==> src/logic/lrw_regs.vh <==
// Purpose: Register offsets, field positions and reset values of the
//          receive address window decoder.
// Assumes: Byte addresses on a 32-bit Avalon-MM slave, one register per word.
// Notes:   Definitions only; included by bare name.
`ifndef LRW_REGS_VH
`define LRW_REGS_VH

// ---------------------------------------------------------------------------
// Register offsets
// ---------------------------------------------------------------------------
`define LRW_WIN0_CTRL      8'h60
`define LRW_WIN0_BASE_MASK 8'h64
`define LRW_WIN1_CTRL      8'h68
`define LRW_WIN1_BASE_MASK 8'h6c
`define LRW_WIN2_CTRL      8'h70
`define LRW_WIN2_BASE_MASK 8'h74
`define LRW_STATUS         8'h78
`define LRW_WIN_STRIDE     8
`define LRW_WIN_COUNT      3

// ---------------------------------------------------------------------------
// Control register fields
// ---------------------------------------------------------------------------
`define LRW_CTRL_ON_BIT    31
`define LRW_CTRL_XLATE_BIT 30
`define LRW_CTRL_TGT_HI    29
`define LRW_CTRL_TGT_LO    0
`define LRW_CTRL_OLD_MASK  32'hc07fffff
`define LRW_CTRL_RESET     32'h00000000

// ---------------------------------------------------------------------------
// Base and mask register fields
// ---------------------------------------------------------------------------
`define LRW_BASE_HI        31
`define LRW_BASE_LO        16
`define LRW_MASK_HI        15
`define LRW_MASK_LO        0
`define LRW_BM_RESET       32'h00000000

// ---------------------------------------------------------------------------
// Address layout
// ---------------------------------------------------------------------------
`define LRW_WIN_ADDR_LO    24
`define LRW_RX_ADDR_W      40
`define LRW_OUT_ADDR_W     54
`define LRW_STATUS_RESET   32'h00000000

`endif

==> src/logic/lrw_rx_window_decode.v <==
// Purpose: Decodes addresses received from the host link against three
//          programmable windows, translating hits towards the processor and
//          returning misses to the link as peer forwards.
// Assumes: All inputs come from logic on clk_sys_in; Avalon-MM slave with
//          waitrequest; one request held in flight at a time.
// Notes:   Configuration is sampled when a request is taken.
//          Waitrequest and read data come straight from flops.
//
// Register access over Avalon-MM was chosen for this implementation.
`include "lrw_regs.vh"

module lrw_rx_window_decode
#(
  parameter CMD_W   = 64,
  parameter OLD_REV = 0
)
(
  input  wire                        clk_sys_in,
  input  wire                        rst_n_in,
  // Avalon-MM slave
  input  wire [7:0]                  avs_address_in,
  input  wire                        avs_read_in,
  input  wire                        avs_write_in,
  input  wire [31:0]                 avs_writedata_in,
  input  wire [3:0]                  avs_byteenable_in,
  output wire [31:0]                 avs_readdata_out,
  output wire                        avs_waitrequest_out,
  // Requests received from the link
  input  wire                        rx_valid_in,
  input  wire [`LRW_RX_ADDR_W-1:0]   rx_addr_in,
  input  wire [CMD_W-1:0]            rx_cmd_in,
  output wire                        rx_ready_out,
  // Towards the processor
  output wire                        cpu_valid_out,
  output wire [`LRW_OUT_ADDR_W-1:0]  cpu_addr_out,
  output wire [CMD_W-1:0]            cpu_cmd_out,
  output wire [1:0]                  cpu_win_out,
  input  wire                        cpu_ready_in,
  // Back onto the link
  output wire                        peer_forward_valid_out,
  output wire [`LRW_RX_ADDR_W-1:0]   peer_forward_addr_out,
  output wire [CMD_W-1:0]            peer_forward_cmd_out,
  input  wire                        peer_forward_ready_in
);

  // -------------------------------------------------------------------------
  // Declarations
  // -------------------------------------------------------------------------
  localparam NW   = `LRW_WIN_COUNT;
  localparam MW   = `LRW_BASE_HI - `LRW_BASE_LO + 1;
  localparam TW   = `LRW_CTRL_TGT_HI - `LRW_CTRL_TGT_LO + 1;
  localparam LO_W = `LRW_WIN_ADDR_LO;

  // Register values as seen by the read multiplexer
  wire [31:0]                 ctrl_rd  [0:NW-1];
  wire [31:0]                 bm_rd    [0:NW-1];
  wire [NW-1:0]               hit;
  wire [`LRW_OUT_ADDR_W-1:0]  xlate_addr [0:NW-1];

  reg                         ack_reg;
  reg                         ack_next;
  reg                         wait_reg;
  reg                         wait_next;
  reg  [31:0]                 rdata_reg;
  reg  [31:0]                 rdata_next;
  wire [31:0]                 be_mask;
  wire                        wr_go;

  reg  [15:0]                 cpu_cnt_reg;
  reg  [15:0]                 peer_cnt_reg;
  reg  [1:0]                  last_win_reg;
  reg                         last_hit_reg;

  reg                         rx_ready_reg;
  reg                         cpu_valid_reg;
  reg                         peer_valid_reg;
  reg  [`LRW_OUT_ADDR_W-1:0]  addr_reg;
  reg  [CMD_W-1:0]            cmd_reg;
  reg  [1:0]                  win_reg;

  reg                         any_hit;
  reg  [1:0]                  sel_win;
  reg  [`LRW_OUT_ADDR_W-1:0]  sel_addr;
  integer                     k;

  wire                        take;
  wire                        drain;
  wire                        full;
  wire                        full_next;

  // -------------------------------------------------------------------------
  // Bus handshake
  // -------------------------------------------------------------------------
  // Each access is answered with waitrequest low one cycle after it appears;
  // a write takes effect on the edge where waitrequest is seen low.
  assign be_mask = {{8{avs_byteenable_in[3]}}, {8{avs_byteenable_in[2]}},
                    {8{avs_byteenable_in[1]}}, {8{avs_byteenable_in[0]}}};
  assign wr_go   = ack_reg & avs_write_in;

  always @*
  begin
    ack_next  = (avs_read_in | avs_write_in) & ~ack_reg;
    wait_next = ~ack_next;
  end

  always @(posedge clk_sys_in)
  begin
    if (!rst_n_in)
    begin
      ack_reg   <= 1'b0;
      wait_reg  <= 1'b1;
      rdata_reg <= 32'h00000000;
    end
    else
    begin
      ack_reg  <= ack_next;
      wait_reg <= wait_next;
      if (ack_next & avs_read_in)
      begin
        rdata_reg <= rdata_next;
      end
    end
  end

  // A separate flop keeps waitrequest free of output logic; it is
  // high in reset so nothing is accepted before the registers are ready
  assign avs_waitrequest_out = wait_reg;
  assign avs_readdata_out    = rdata_reg;

  // -------------------------------------------------------------------------
  // Window registers and match logic
  // -------------------------------------------------------------------------
  genvar i;
  generate
    for (i = 0; i < NW; i = i + 1)
    begin : g_win
      localparam integer CO = `LRW_WIN0_CTRL + i * `LRW_WIN_STRIDE;
      localparam integer BO = `LRW_WIN0_BASE_MASK + i * `LRW_WIN_STRIDE;
      // Each window keeps its own pair of registers
      reg  [31:0]   ctrl_reg;
      reg  [31:0]   bm_reg;
      wire [MW-1:0] base;
      wire [MW-1:0] mask;
      wire [31:0]   ctrl_wr;

      // Older parts hold the top translation bits at zero
      assign ctrl_wr = (OLD_REV != 0) ? (avs_writedata_in & `LRW_CTRL_OLD_MASK)
                                      : avs_writedata_in;

      // Byte lanes with their enable low keep their old contents
      always @(posedge clk_sys_in)
      begin
        if (!rst_n_in)
        begin
          ctrl_reg <= `LRW_CTRL_RESET;
          bm_reg   <= `LRW_BM_RESET;
        end
        else if (wr_go && avs_address_in == CO[7:0])
        begin
          ctrl_reg <= (ctrl_reg & ~be_mask) | (ctrl_wr & be_mask);
        end
        else if (wr_go && avs_address_in == BO[7:0])
        begin
          bm_reg <= (bm_reg & ~be_mask) | (avs_writedata_in & be_mask);
        end
      end

      assign ctrl_rd[i] = ctrl_reg;
      assign bm_rd[i]   = bm_reg;
      assign base = bm_reg[`LRW_BASE_HI:`LRW_BASE_LO];
      assign mask = bm_reg[`LRW_MASK_HI:`LRW_MASK_LO];

      // Mask shape is left to software; any pattern is compared bitwise
      assign hit[i] = ctrl_reg[`LRW_CTRL_ON_BIT] &
                      ((base & mask) ==
                       (rx_addr_in[`LRW_RX_ADDR_W-1:LO_W] & mask));

      assign xlate_addr[i] = ctrl_reg[`LRW_CTRL_XLATE_BIT]
        ? ({ctrl_reg[`LRW_CTRL_TGT_HI:`LRW_CTRL_TGT_LO], {LO_W{1'b0}}} |
           {{(TW + LO_W - `LRW_RX_ADDR_W){1'b0}},
            rx_addr_in[`LRW_RX_ADDR_W-1:LO_W] & ~mask,
            rx_addr_in[LO_W-1:0]})
        : {{(`LRW_OUT_ADDR_W - `LRW_RX_ADDR_W){1'b0}}, rx_addr_in};
    end
  endgenerate

  // -------------------------------------------------------------------------
  // Window priority
  // -------------------------------------------------------------------------
  // Walk from the top down so the lowest matching window wins
  // Misses leave window index zero and the address untouched
  always @*
  begin
    any_hit  = 1'b0;
    sel_win  = 2'b00;
    sel_addr = {{(`LRW_OUT_ADDR_W - `LRW_RX_ADDR_W){1'b0}}, rx_addr_in};
    for (k = NW - 1; k >= 0; k = k - 1)
    begin
      if (hit[k])
      begin
        any_hit  = 1'b1;
        sel_win  = k[1:0];
        sel_addr = xlate_addr[k];
      end
    end
  end

  // -------------------------------------------------------------------------
  // Read multiplexer
  // -------------------------------------------------------------------------
  // Unmapped offsets read as zero and ignore writes
  always @*
  begin
    if (avs_address_in == `LRW_WIN0_CTRL)
    begin
      rdata_next = ctrl_rd[0];
    end
    else if (avs_address_in == `LRW_WIN0_BASE_MASK)
    begin
      rdata_next = bm_rd[0];
    end
    else if (avs_address_in == `LRW_WIN1_CTRL)
    begin
      rdata_next = ctrl_rd[1];
    end
    else if (avs_address_in == `LRW_WIN1_BASE_MASK)
    begin
      rdata_next = bm_rd[1];
    end
    else if (avs_address_in == `LRW_WIN2_CTRL)
    begin
      rdata_next = ctrl_rd[2];
    end
    else if (avs_address_in == `LRW_WIN2_BASE_MASK)
    begin
      rdata_next = bm_rd[2];
    end
    else if (avs_address_in == `LRW_STATUS)
    begin
      rdata_next = {peer_cnt_reg[12:0], last_hit_reg, last_win_reg, cpu_cnt_reg};
    end
    else
    begin
      rdata_next = 32'h00000000;
    end
  end

  // -------------------------------------------------------------------------
  // Request stage
  // -------------------------------------------------------------------------
  // One request is held at a time; ready returns on the same edge that it leaves.
  assign full      = cpu_valid_reg | peer_valid_reg;
  assign drain     = (cpu_valid_reg & cpu_ready_in) | (peer_valid_reg & peer_forward_ready_in);
  assign take      = rx_valid_in & rx_ready_reg;
  assign full_next = (full & ~drain) | take;

  always @(posedge clk_sys_in)
  begin
    if (!rst_n_in)
    begin
      rx_ready_reg   <= 1'b0;
      cpu_valid_reg  <= 1'b0;
      peer_valid_reg <= 1'b0;
      addr_reg       <= {`LRW_OUT_ADDR_W{1'b0}};
      cmd_reg        <= {CMD_W{1'b0}};
      win_reg        <= 2'b00;
    end
    else
    begin
      rx_ready_reg <= ~full_next;
      if (take)
      begin
        cpu_valid_reg  <= any_hit;
        peer_valid_reg <= ~any_hit;
        // Misses keep the received address, zero-extended
        addr_reg       <= any_hit ? sel_addr
                                  : {{(`LRW_OUT_ADDR_W - `LRW_RX_ADDR_W){1'b0}}, rx_addr_in};
        cmd_reg        <= rx_cmd_in;
        win_reg        <= sel_win;
      end
      else if (drain)
      begin
        cpu_valid_reg  <= 1'b0;
        peer_valid_reg <= 1'b0;
      end
    end
  end

  // -------------------------------------------------------------------------
  // Status counters
  // -------------------------------------------------------------------------
  // Both counters wrap and count at the taking edge, so a request
  // shows in the status word before it leaves the block
  always @(posedge clk_sys_in)
  begin
    if (!rst_n_in)
    begin
      cpu_cnt_reg  <= 16'h0000;
      peer_cnt_reg <= 16'h0000;
      last_win_reg <= 2'b00;
      last_hit_reg <= 1'b0;
    end
    else if (take)
    begin
      last_hit_reg <= any_hit;
      last_win_reg <= sel_win;
      if (any_hit)
      begin
        cpu_cnt_reg <= cpu_cnt_reg + 16'h0001;
      end
      else
      begin
        peer_cnt_reg <= peer_cnt_reg + 16'h0001;
      end
    end
  end

  // -------------------------------------------------------------------------
  // Outputs
  // -------------------------------------------------------------------------
  assign rx_ready_out           = rx_ready_reg;
  assign cpu_valid_out          = cpu_valid_reg;
  assign cpu_addr_out           = addr_reg;
  assign cpu_cmd_out            = cmd_reg;
  assign cpu_win_out            = win_reg;
  assign peer_forward_valid_out = peer_valid_reg;
  // The link side only needs the low address bits of the held word
  assign peer_forward_addr_out  = addr_reg[`LRW_RX_ADDR_W-1:0];
  assign peer_forward_cmd_out   = cmd_reg;

endmodule // lrw_rx_window_decode

==> config.mk <==
export PLATFORM = sky130hd
export DESIGN_NAME = lrw_rx_window_decode
export DESIGN_NICKNAME = d
export VERILOG_FILES = /design/src/logic/lrw_rx_window_decode.v
export VERILOG_INCLUDE_DIRS = /design/src /design/src/logic
export SDC_FILE = /design/constraint.sdc
export NUM_CORES = 1
export LEC_CHECK = 0
export BUFFER_PORTS_ARGS = -buffer_cell sky130_fd_sc_hd__buf_2
export CAP_MARGIN = 15
export CORE_ASPECT_RATIO = 0.8
export CORE_MARGIN = 3
export CORE_UTILIZATION = 50
export DETAILED_ROUTE_END_ITERATION = 12
export PLACE_DENSITY = 0.74
export SETUP_SLACK_MARGIN = 0.02
export SLEW_MARGIN = 20
export SYNTH_ARGS = -nofsm -noshare
export SYNTH_HDL_FRONTEND = slang
export SYNTH_SLANG_ARGS = --single-unit
==> constraint.sdc <==
create_clock -name clk_sys_in -period 6.8 [get_ports clk_sys_in]
set_clock_uncertainty 0.2 [all_clocks]
set_input_delay 0.68 -clock clk_sys_in [delete_from_list [all_inputs] [get_ports clk_sys_in]]
set_output_delay 0.68 -clock clk_sys_in [all_outputs]
set_load 0.05 [all_outputs]
==> flow_summary.ini, run 1 <==
[logic_synthesis]
syn_inst = 2142
synth_seq_area_share = 0.419
syn-num-nets = 2299
ys.flop_type = dfxtp_1
syn_area_sq_um = 18100
async_flop_share = 0
syn_avg_cell_area_sq_um = 8.45
synth-seq-cells = 379
ys_warn_count = 0
synthDistinctLibCells = 55
synth_edf_count = 0

[die]
initial_core_util = 0.514
io-pin-count = 415
core_area_sq_um = 35200
row_count = 61
die-width_um = 219
die_h_um = 176
dieArea_sq_um = 38500

[sta]
rsz0062_at_grt = no
setup_viol = 0
setup_ws_ns = 3.39
max_freq_mhz = 293
fin_crit_ns = 3.41
finalSetupTns_ns = 0
hold_viol_final = 0
report.final.slew_viol_count = 0
period_share = 0.502
fin_hold_ws_ns = 0.190
worst_slew_pin_slew_ns = 1.14
relSlewSlack = 0.232

[finish]
layout-drive-gt1-share = 0.218
fin_nets = 2507
finalNonFillerCells = 2851
layout_common_cells = 522 x nand2_1, 413 x buf_2, 379 x dfxtp_1
area_delta_synth_final_pct = 15.1
final_common_cell = nand2_1

[power]
total_leakage_power_nw = 8.41
seqPwrFrac = 0.455
switching_share = 0.275
power.share.clock = 0.425
finalPower_mw = 5.07
switchingPower_mw = 1.39
vdd_ir_drop_max_mv = 0.175
p_int_mw = 3.68
powerDensity_nw_per_um2 = 243
p_comb_frac = 0.121

[place]
dp_slack_ns = 3.15
place_congestion = 1.01
numPlacedInstances = 2780
dpl.hpwl_mm = 48.4
io_buffers = 414

[clocking]
cts_max_level = 2
root_buffer = clkbuf_16
clk_latency_ns = 0.54
postCtsSetupBuffers = 0
clkSlewWorstSetupHoldPaths_ns = 0.06
postCtsResizedCells = 0
clock-sinks = 379
cts_inserted_buffers = 39
cts.path.max_buffers = 3
cts_tree = yes
hold_buffers = 0

[grt]
grt_pass1_wl_mm = 98.4
grt_max_degree = 238
grt_overflow = 0
antenna_found_initial = 2
grt_pass1_vias = 15700
grt_usage = 0.332

[worst_setup_path]
crit_path_end_kind = flip-flop
rrSetupSlack_ns = 3.39
r2r_end = cpu_addr_out[43]
worst_setup_path_start_kind = flip-flop
critPathKind = flip-flop to flip-flop
arrival_ns = 3.64
required_ns = 7.03
r2r_cells = 8
critPathMaxFanout = 14

[route]
wl_mm = 67.2
ant_nets = 0
firstDrtPassIters = 7
vias = 17500
drt_iter0_markers = 2088
drc_errors = 0
routed_via_density = 6.12
route.detailed.wl_per_inst_um = 23.6

[hold_path]
min_path_type = input pin to flip-flop
hold_path_end = cpu_cmd_out[9]
min-delay-start = rx_cmd_in[9]
holdPathStages = 3

[job]
drv_cap = 0

[run_status]
status = complete, no violations
==> per-layer routing <==
| layer | global-route usage | wire, um |
|---|---|---|
| met1 | 0.479 | 28200 |
| met3 | 0.0914 | 8460 |
| met4 | 0.115 | 2290 |
| met5 | 0 | 16 |
| met2 | 0.476 | 28200 |
==> worst max path at each step <==
stage,to,depth (start not counted)
2_1_floorplan,cpu_addr_out[41],10
6_report,cpu_addr_out[43],8
3_3_place_gp,cpu_addr_out[52],9
4_1_cts,cpu_addr_out[43],8
5_1_grt,cpu_addr_out[43],8
3_5_place_dp,cpu_addr_out[50],9
==> area by class of cell <==
type,count,area [sq um]
fill,3142,14400
multi-input combinational,1487,9100
sequential,379,7590
timing repair buffer,435,2260
clock buffer,60,1170
tap,472,591
clock inverter,8,92.6
inverter,8,30.0
antenna,2,5.00
==> through the flow <==
| stage | utilization | area [sq um] |
|---|---|---|
| 2_1_floorplan | - | 18100 |
| 3_3_place_gp | 0.555 | 19500 |
| 3_5_place_dp | 0.556 | 19600 |
| 4_1_cts | 0.592 | 20800 |
| 5_1_grt | 0.592 | 20800 |
| 6_report | 0.592 | 20800 |
==> synthesized netlist by cell type (all sizes together), types with 2 or more instances <==
cell	count	share of area
mux2i	76	0.042
nand2b	15	0.0052
nor2	21	0.0049
nor4	5	0.0017
dfxtp	379	0.42
o21ai	44	0.012
o21a	3	0.0012
a31oi	31	0.011
o31ai	23	0.0095
or4	5	0.0021
nor2b	67	0.023
xor2	49	0.024
or4b	2	0.0011
or3	3	0.0010
nand3	94	0.026
inv	8	0.0017
nor3	6	0.0025
nand3b	2	0.00083
and2	11	0.0039
and4	2	0.00097
and3	19	0.0066
a221o	9	0.0050
a22oi	36	0.015
a221oi	92	0.045
ha	2	0.0014
o211ai	7	0.0029
o311ai	2	0.00097
buf	133	0.051
a21bo	7	0.0039
a211o	7	0.0034
clkbuf	135	0.028
nand2	524	0.11
a21oi	25	0.0069
nand4	13	0.0045
a22o	48	0.023
a222oi	2	0.0011
a21boi	224	0.093
==> worst max-delay path, cell delays in order, from the launching register on <==
cell and delay, ns:
dfxtp_1 0.58, xor2_1 0.15, a22oi_1 0.22, nand2_1 0.13, nor3_4 0.60, buf_4 0.35
and2_1 0.56, a221oi_1 0.18, o31ai_1 0.31
==> power groups by stage <==
| stage | Clock [mW] | Combinational (mW) | Sequential, mW |
|---|---|---|---|
| 6_report | 2.15 | 0.611 | 2.31 |
| 5_1_grt | 2.27 | 0.641 | 2.31 |
| 4_1_cts | 2.18 | 0.606 | 2.30 |
| 3_5_place_dp | 0 | 0.605 | 2.35 |
| 3_3_place_gp | 0 | 0.601 | 2.35 |
| 2_1_floorplan | 0 | 0.310 | 2.49 |
==> kinds of logic after synthesis <==
group,share of synthesized area
adder cells (fa/ha/maj),0.00138
AND/OR/NAND/NOR,0.197
XOR/XNOR,0.0242
flip-flops,0.419
multiplexers,0.0420
AO/OA/AOI/OAI,0.235
buffers and inverters,0.0810
Note: power is estimated with default switching activity, not from simulation.
==> inputs of run 2 (changes only) <==
==> constraint.sdc (replaced) <==
create_clock -name clk_sys_in -period 3.3 [get_ports clk_sys_in]
set_clock_uncertainty 0.2 [all_clocks]
set_input_delay 0.33 -clock clk_sys_in [delete_from_list [all_inputs] [get_ports clk_sys_in]]
set_output_delay 0.33 -clock clk_sys_in [all_outputs]
set_load 0.05 [all_outputs]
==> flow_summary.ini, run 2 (same netlist as run 1, synthesis figures left out) <==
[die]
io-pin-count = 415
core_area_sq_um = 35200
row_count = 61
die-width_um = 219
die_h_um = 176
dieArea_sq_um = 38500
initial_core_util = 0.514

[clocking]
root_buffer = clkbuf_16
cts_inserted_buffers = 40
cts.path.max_buffers = 3
clkSlewWorstSetupHoldPaths_ns = 0.06
cts_tree = yes
clock-sinks = 379
cts_max_level = 2
postCtsSetupBuffers = 0
clk_latency_ns = 0.57

[route]
vias = 18500
ant_nets = 0
wl_mm = 71.7
drc_errors = 0
drt_iter0_markers = 2699
route.detailed.wl_per_inst_um = 23.7
firstDrtPassIters = 8
routed_via_density = 6.12

[power]
vdd_ir_drop_max_mv = 0.393
powerDensity_nw_per_um2 = 469
finalPower_mw = 10.5
total_leakage_power_nw = 9.13

[finish]
layout-drive-gt1-share = 0.215
fin_nets = 2680
layout_common_cells = 522 x nand2_1, 413 x buf_2, 379 x dfxtp_1
n_fill_cell = 2839
area_delta_synth_final_pct = 24.1
final_common_cell = nand2_1

[sta]
max_freq_mhz = 332
setup_viol = 0
setup_ws_ns = 0.285
report.final.slew_viol_count = 0
rsz0062_at_grt = no
finalSetupTns_ns = 0
hold_viol_final = 0
fin_crit_ns = 3.01
relSlewSlack = 0.302
fin_hold_ws_ns = 0.0353
period_share = 0.914
worst_slew_pin_slew_ns = 1.05

[place]
place_congestion = 0.963
dp_slack_ns = 0.247
dpl.hpwl_mm = 49.8
io_buffers = 414

[hold_path]
holdPathStages = 4
hold_path_end = cpu_addr_out[37]
min_path_type = input pin to flip-flop
min-delay-start = rx_addr_in[37]

[worst_setup_path]
r2r_end = peer_cnt_reg[6]
cp_cell_sequence = dlygate4sd3_1, buf_2, xor2_1, a22oi_1, nand4_1, nor3_2, buf_4, nor3_4, buf_4, and4_1, mux2i_1
rrSetupSlack_ns = 0.36
path_common_cell = buf_4
critPathMaxStageDelay_ns = 0.65
crit_family = buffers and inverters
required_ns = 3.56
arrival_ns = 3.28
critPathBufInv = 4
critPathMaxFanout = 26
worst_setup_path_start_kind = input pin
cp_slowest_cell = nor3_4
critPathKind = input pin to flip-flop
r2r_cells = 9
crit_path_end_kind = flip-flop

[job]
drv_cap = 0

[grt]
grt_usage = 0.354
antenna_found_initial = 3
grt_pass1_wl_mm = 106
grt_pass1_vias = 17300
grt_overflow = 0
grt_max_degree = 122

[run_status]
status = complete, no violations
==> run 2: report_power, final <==
| group | internal, mW | switching [mW] | leakage [nW] |
|---|---|---|---|
| registers | 4.67 | 0.0799 | 3.07 |
| logic | 0.434 | 0.990 | 5.46 |
| clock network | 2.46 | 1.92 | 0.597 |
| total | 7.56 | 2.99 | 9.13 |
==> run 2: cell type report <==
cell class              instances  area, sq um  area share
flip-flops and latches        379         7590       0.338
well taps                     472          591      0.0263
inverters                       8         30.0     0.00134
clock inverters                11          104     0.00462
diodes                          4         10.0    0.000446
multi-input cells            1487         9090       0.405
clock buffers                  56         1120      0.0500
repair buffers                607         3930       0.175
==> run 2: repair_timing <==
action | CTS | global route
resized for setup | 0 | 1
hold endpoints to repair | 303 | 0
setup endpoints to repair | 0 | 5
hold buffers | 143 | 0
==> run 2: routing by layer <==
layer | up-vias | share of wire | track usage
li1 | 8205 | - | -
met1 | 8881 | 0.41 | 0.501
met2 | 1266 | 0.44 | 0.541
met3 | 162 | 0.12 | 0.0833
met4 | 0 | 0.026 | 0.0991
met5 | - | 0 | 0
==> run 2: worst max path at each step <==
stage	startpoint	slack (ns)	to	cells past startpoint
after CTS	rx_addr_in[30]	0.26	cpu_addr_out[42]	9
after global placement	rx_addr_in[30]	0.37	cpu_addr_out[43]	8
after detailed placement	rx_addr_in[30]	0.25	cpu_addr_out[42]	8
final	rx_addr_in[29]	0.29	peer_cnt_reg[6]	11
after floorplan	rx_addr_in[36]	0.87	cpu_addr_out[41]	10
after global routing	rx_addr_in[29]	0.18	peer_cnt_reg[6]	11
==> run 2: worst register-to-register path, delay by kind of cell (launching register included) <==
kind | cells | cell delay, ns
AOI/OAI and AO/OA | 1 | 0.09
DFF | 1 | 0.49
muxes | 1 | 0.19
xor gates and xnor gates | 1 | 0.21
and+or+nand+nor | 4 | 1.13
buffers and inverters | 2 | 0.54
==> run 2: per-stage QoR <==
stage          cell area (sq um)  instances   util
4_1_cts                    22400       3020  0.638
2_1_floorplan              18100       2142      -
6_report                   22500       3024  0.638
3_5_place_dp               19800       2810  0.562
5_1_grt                    22500       3022  0.638
3_3_place_gp               19800       2810  0.562
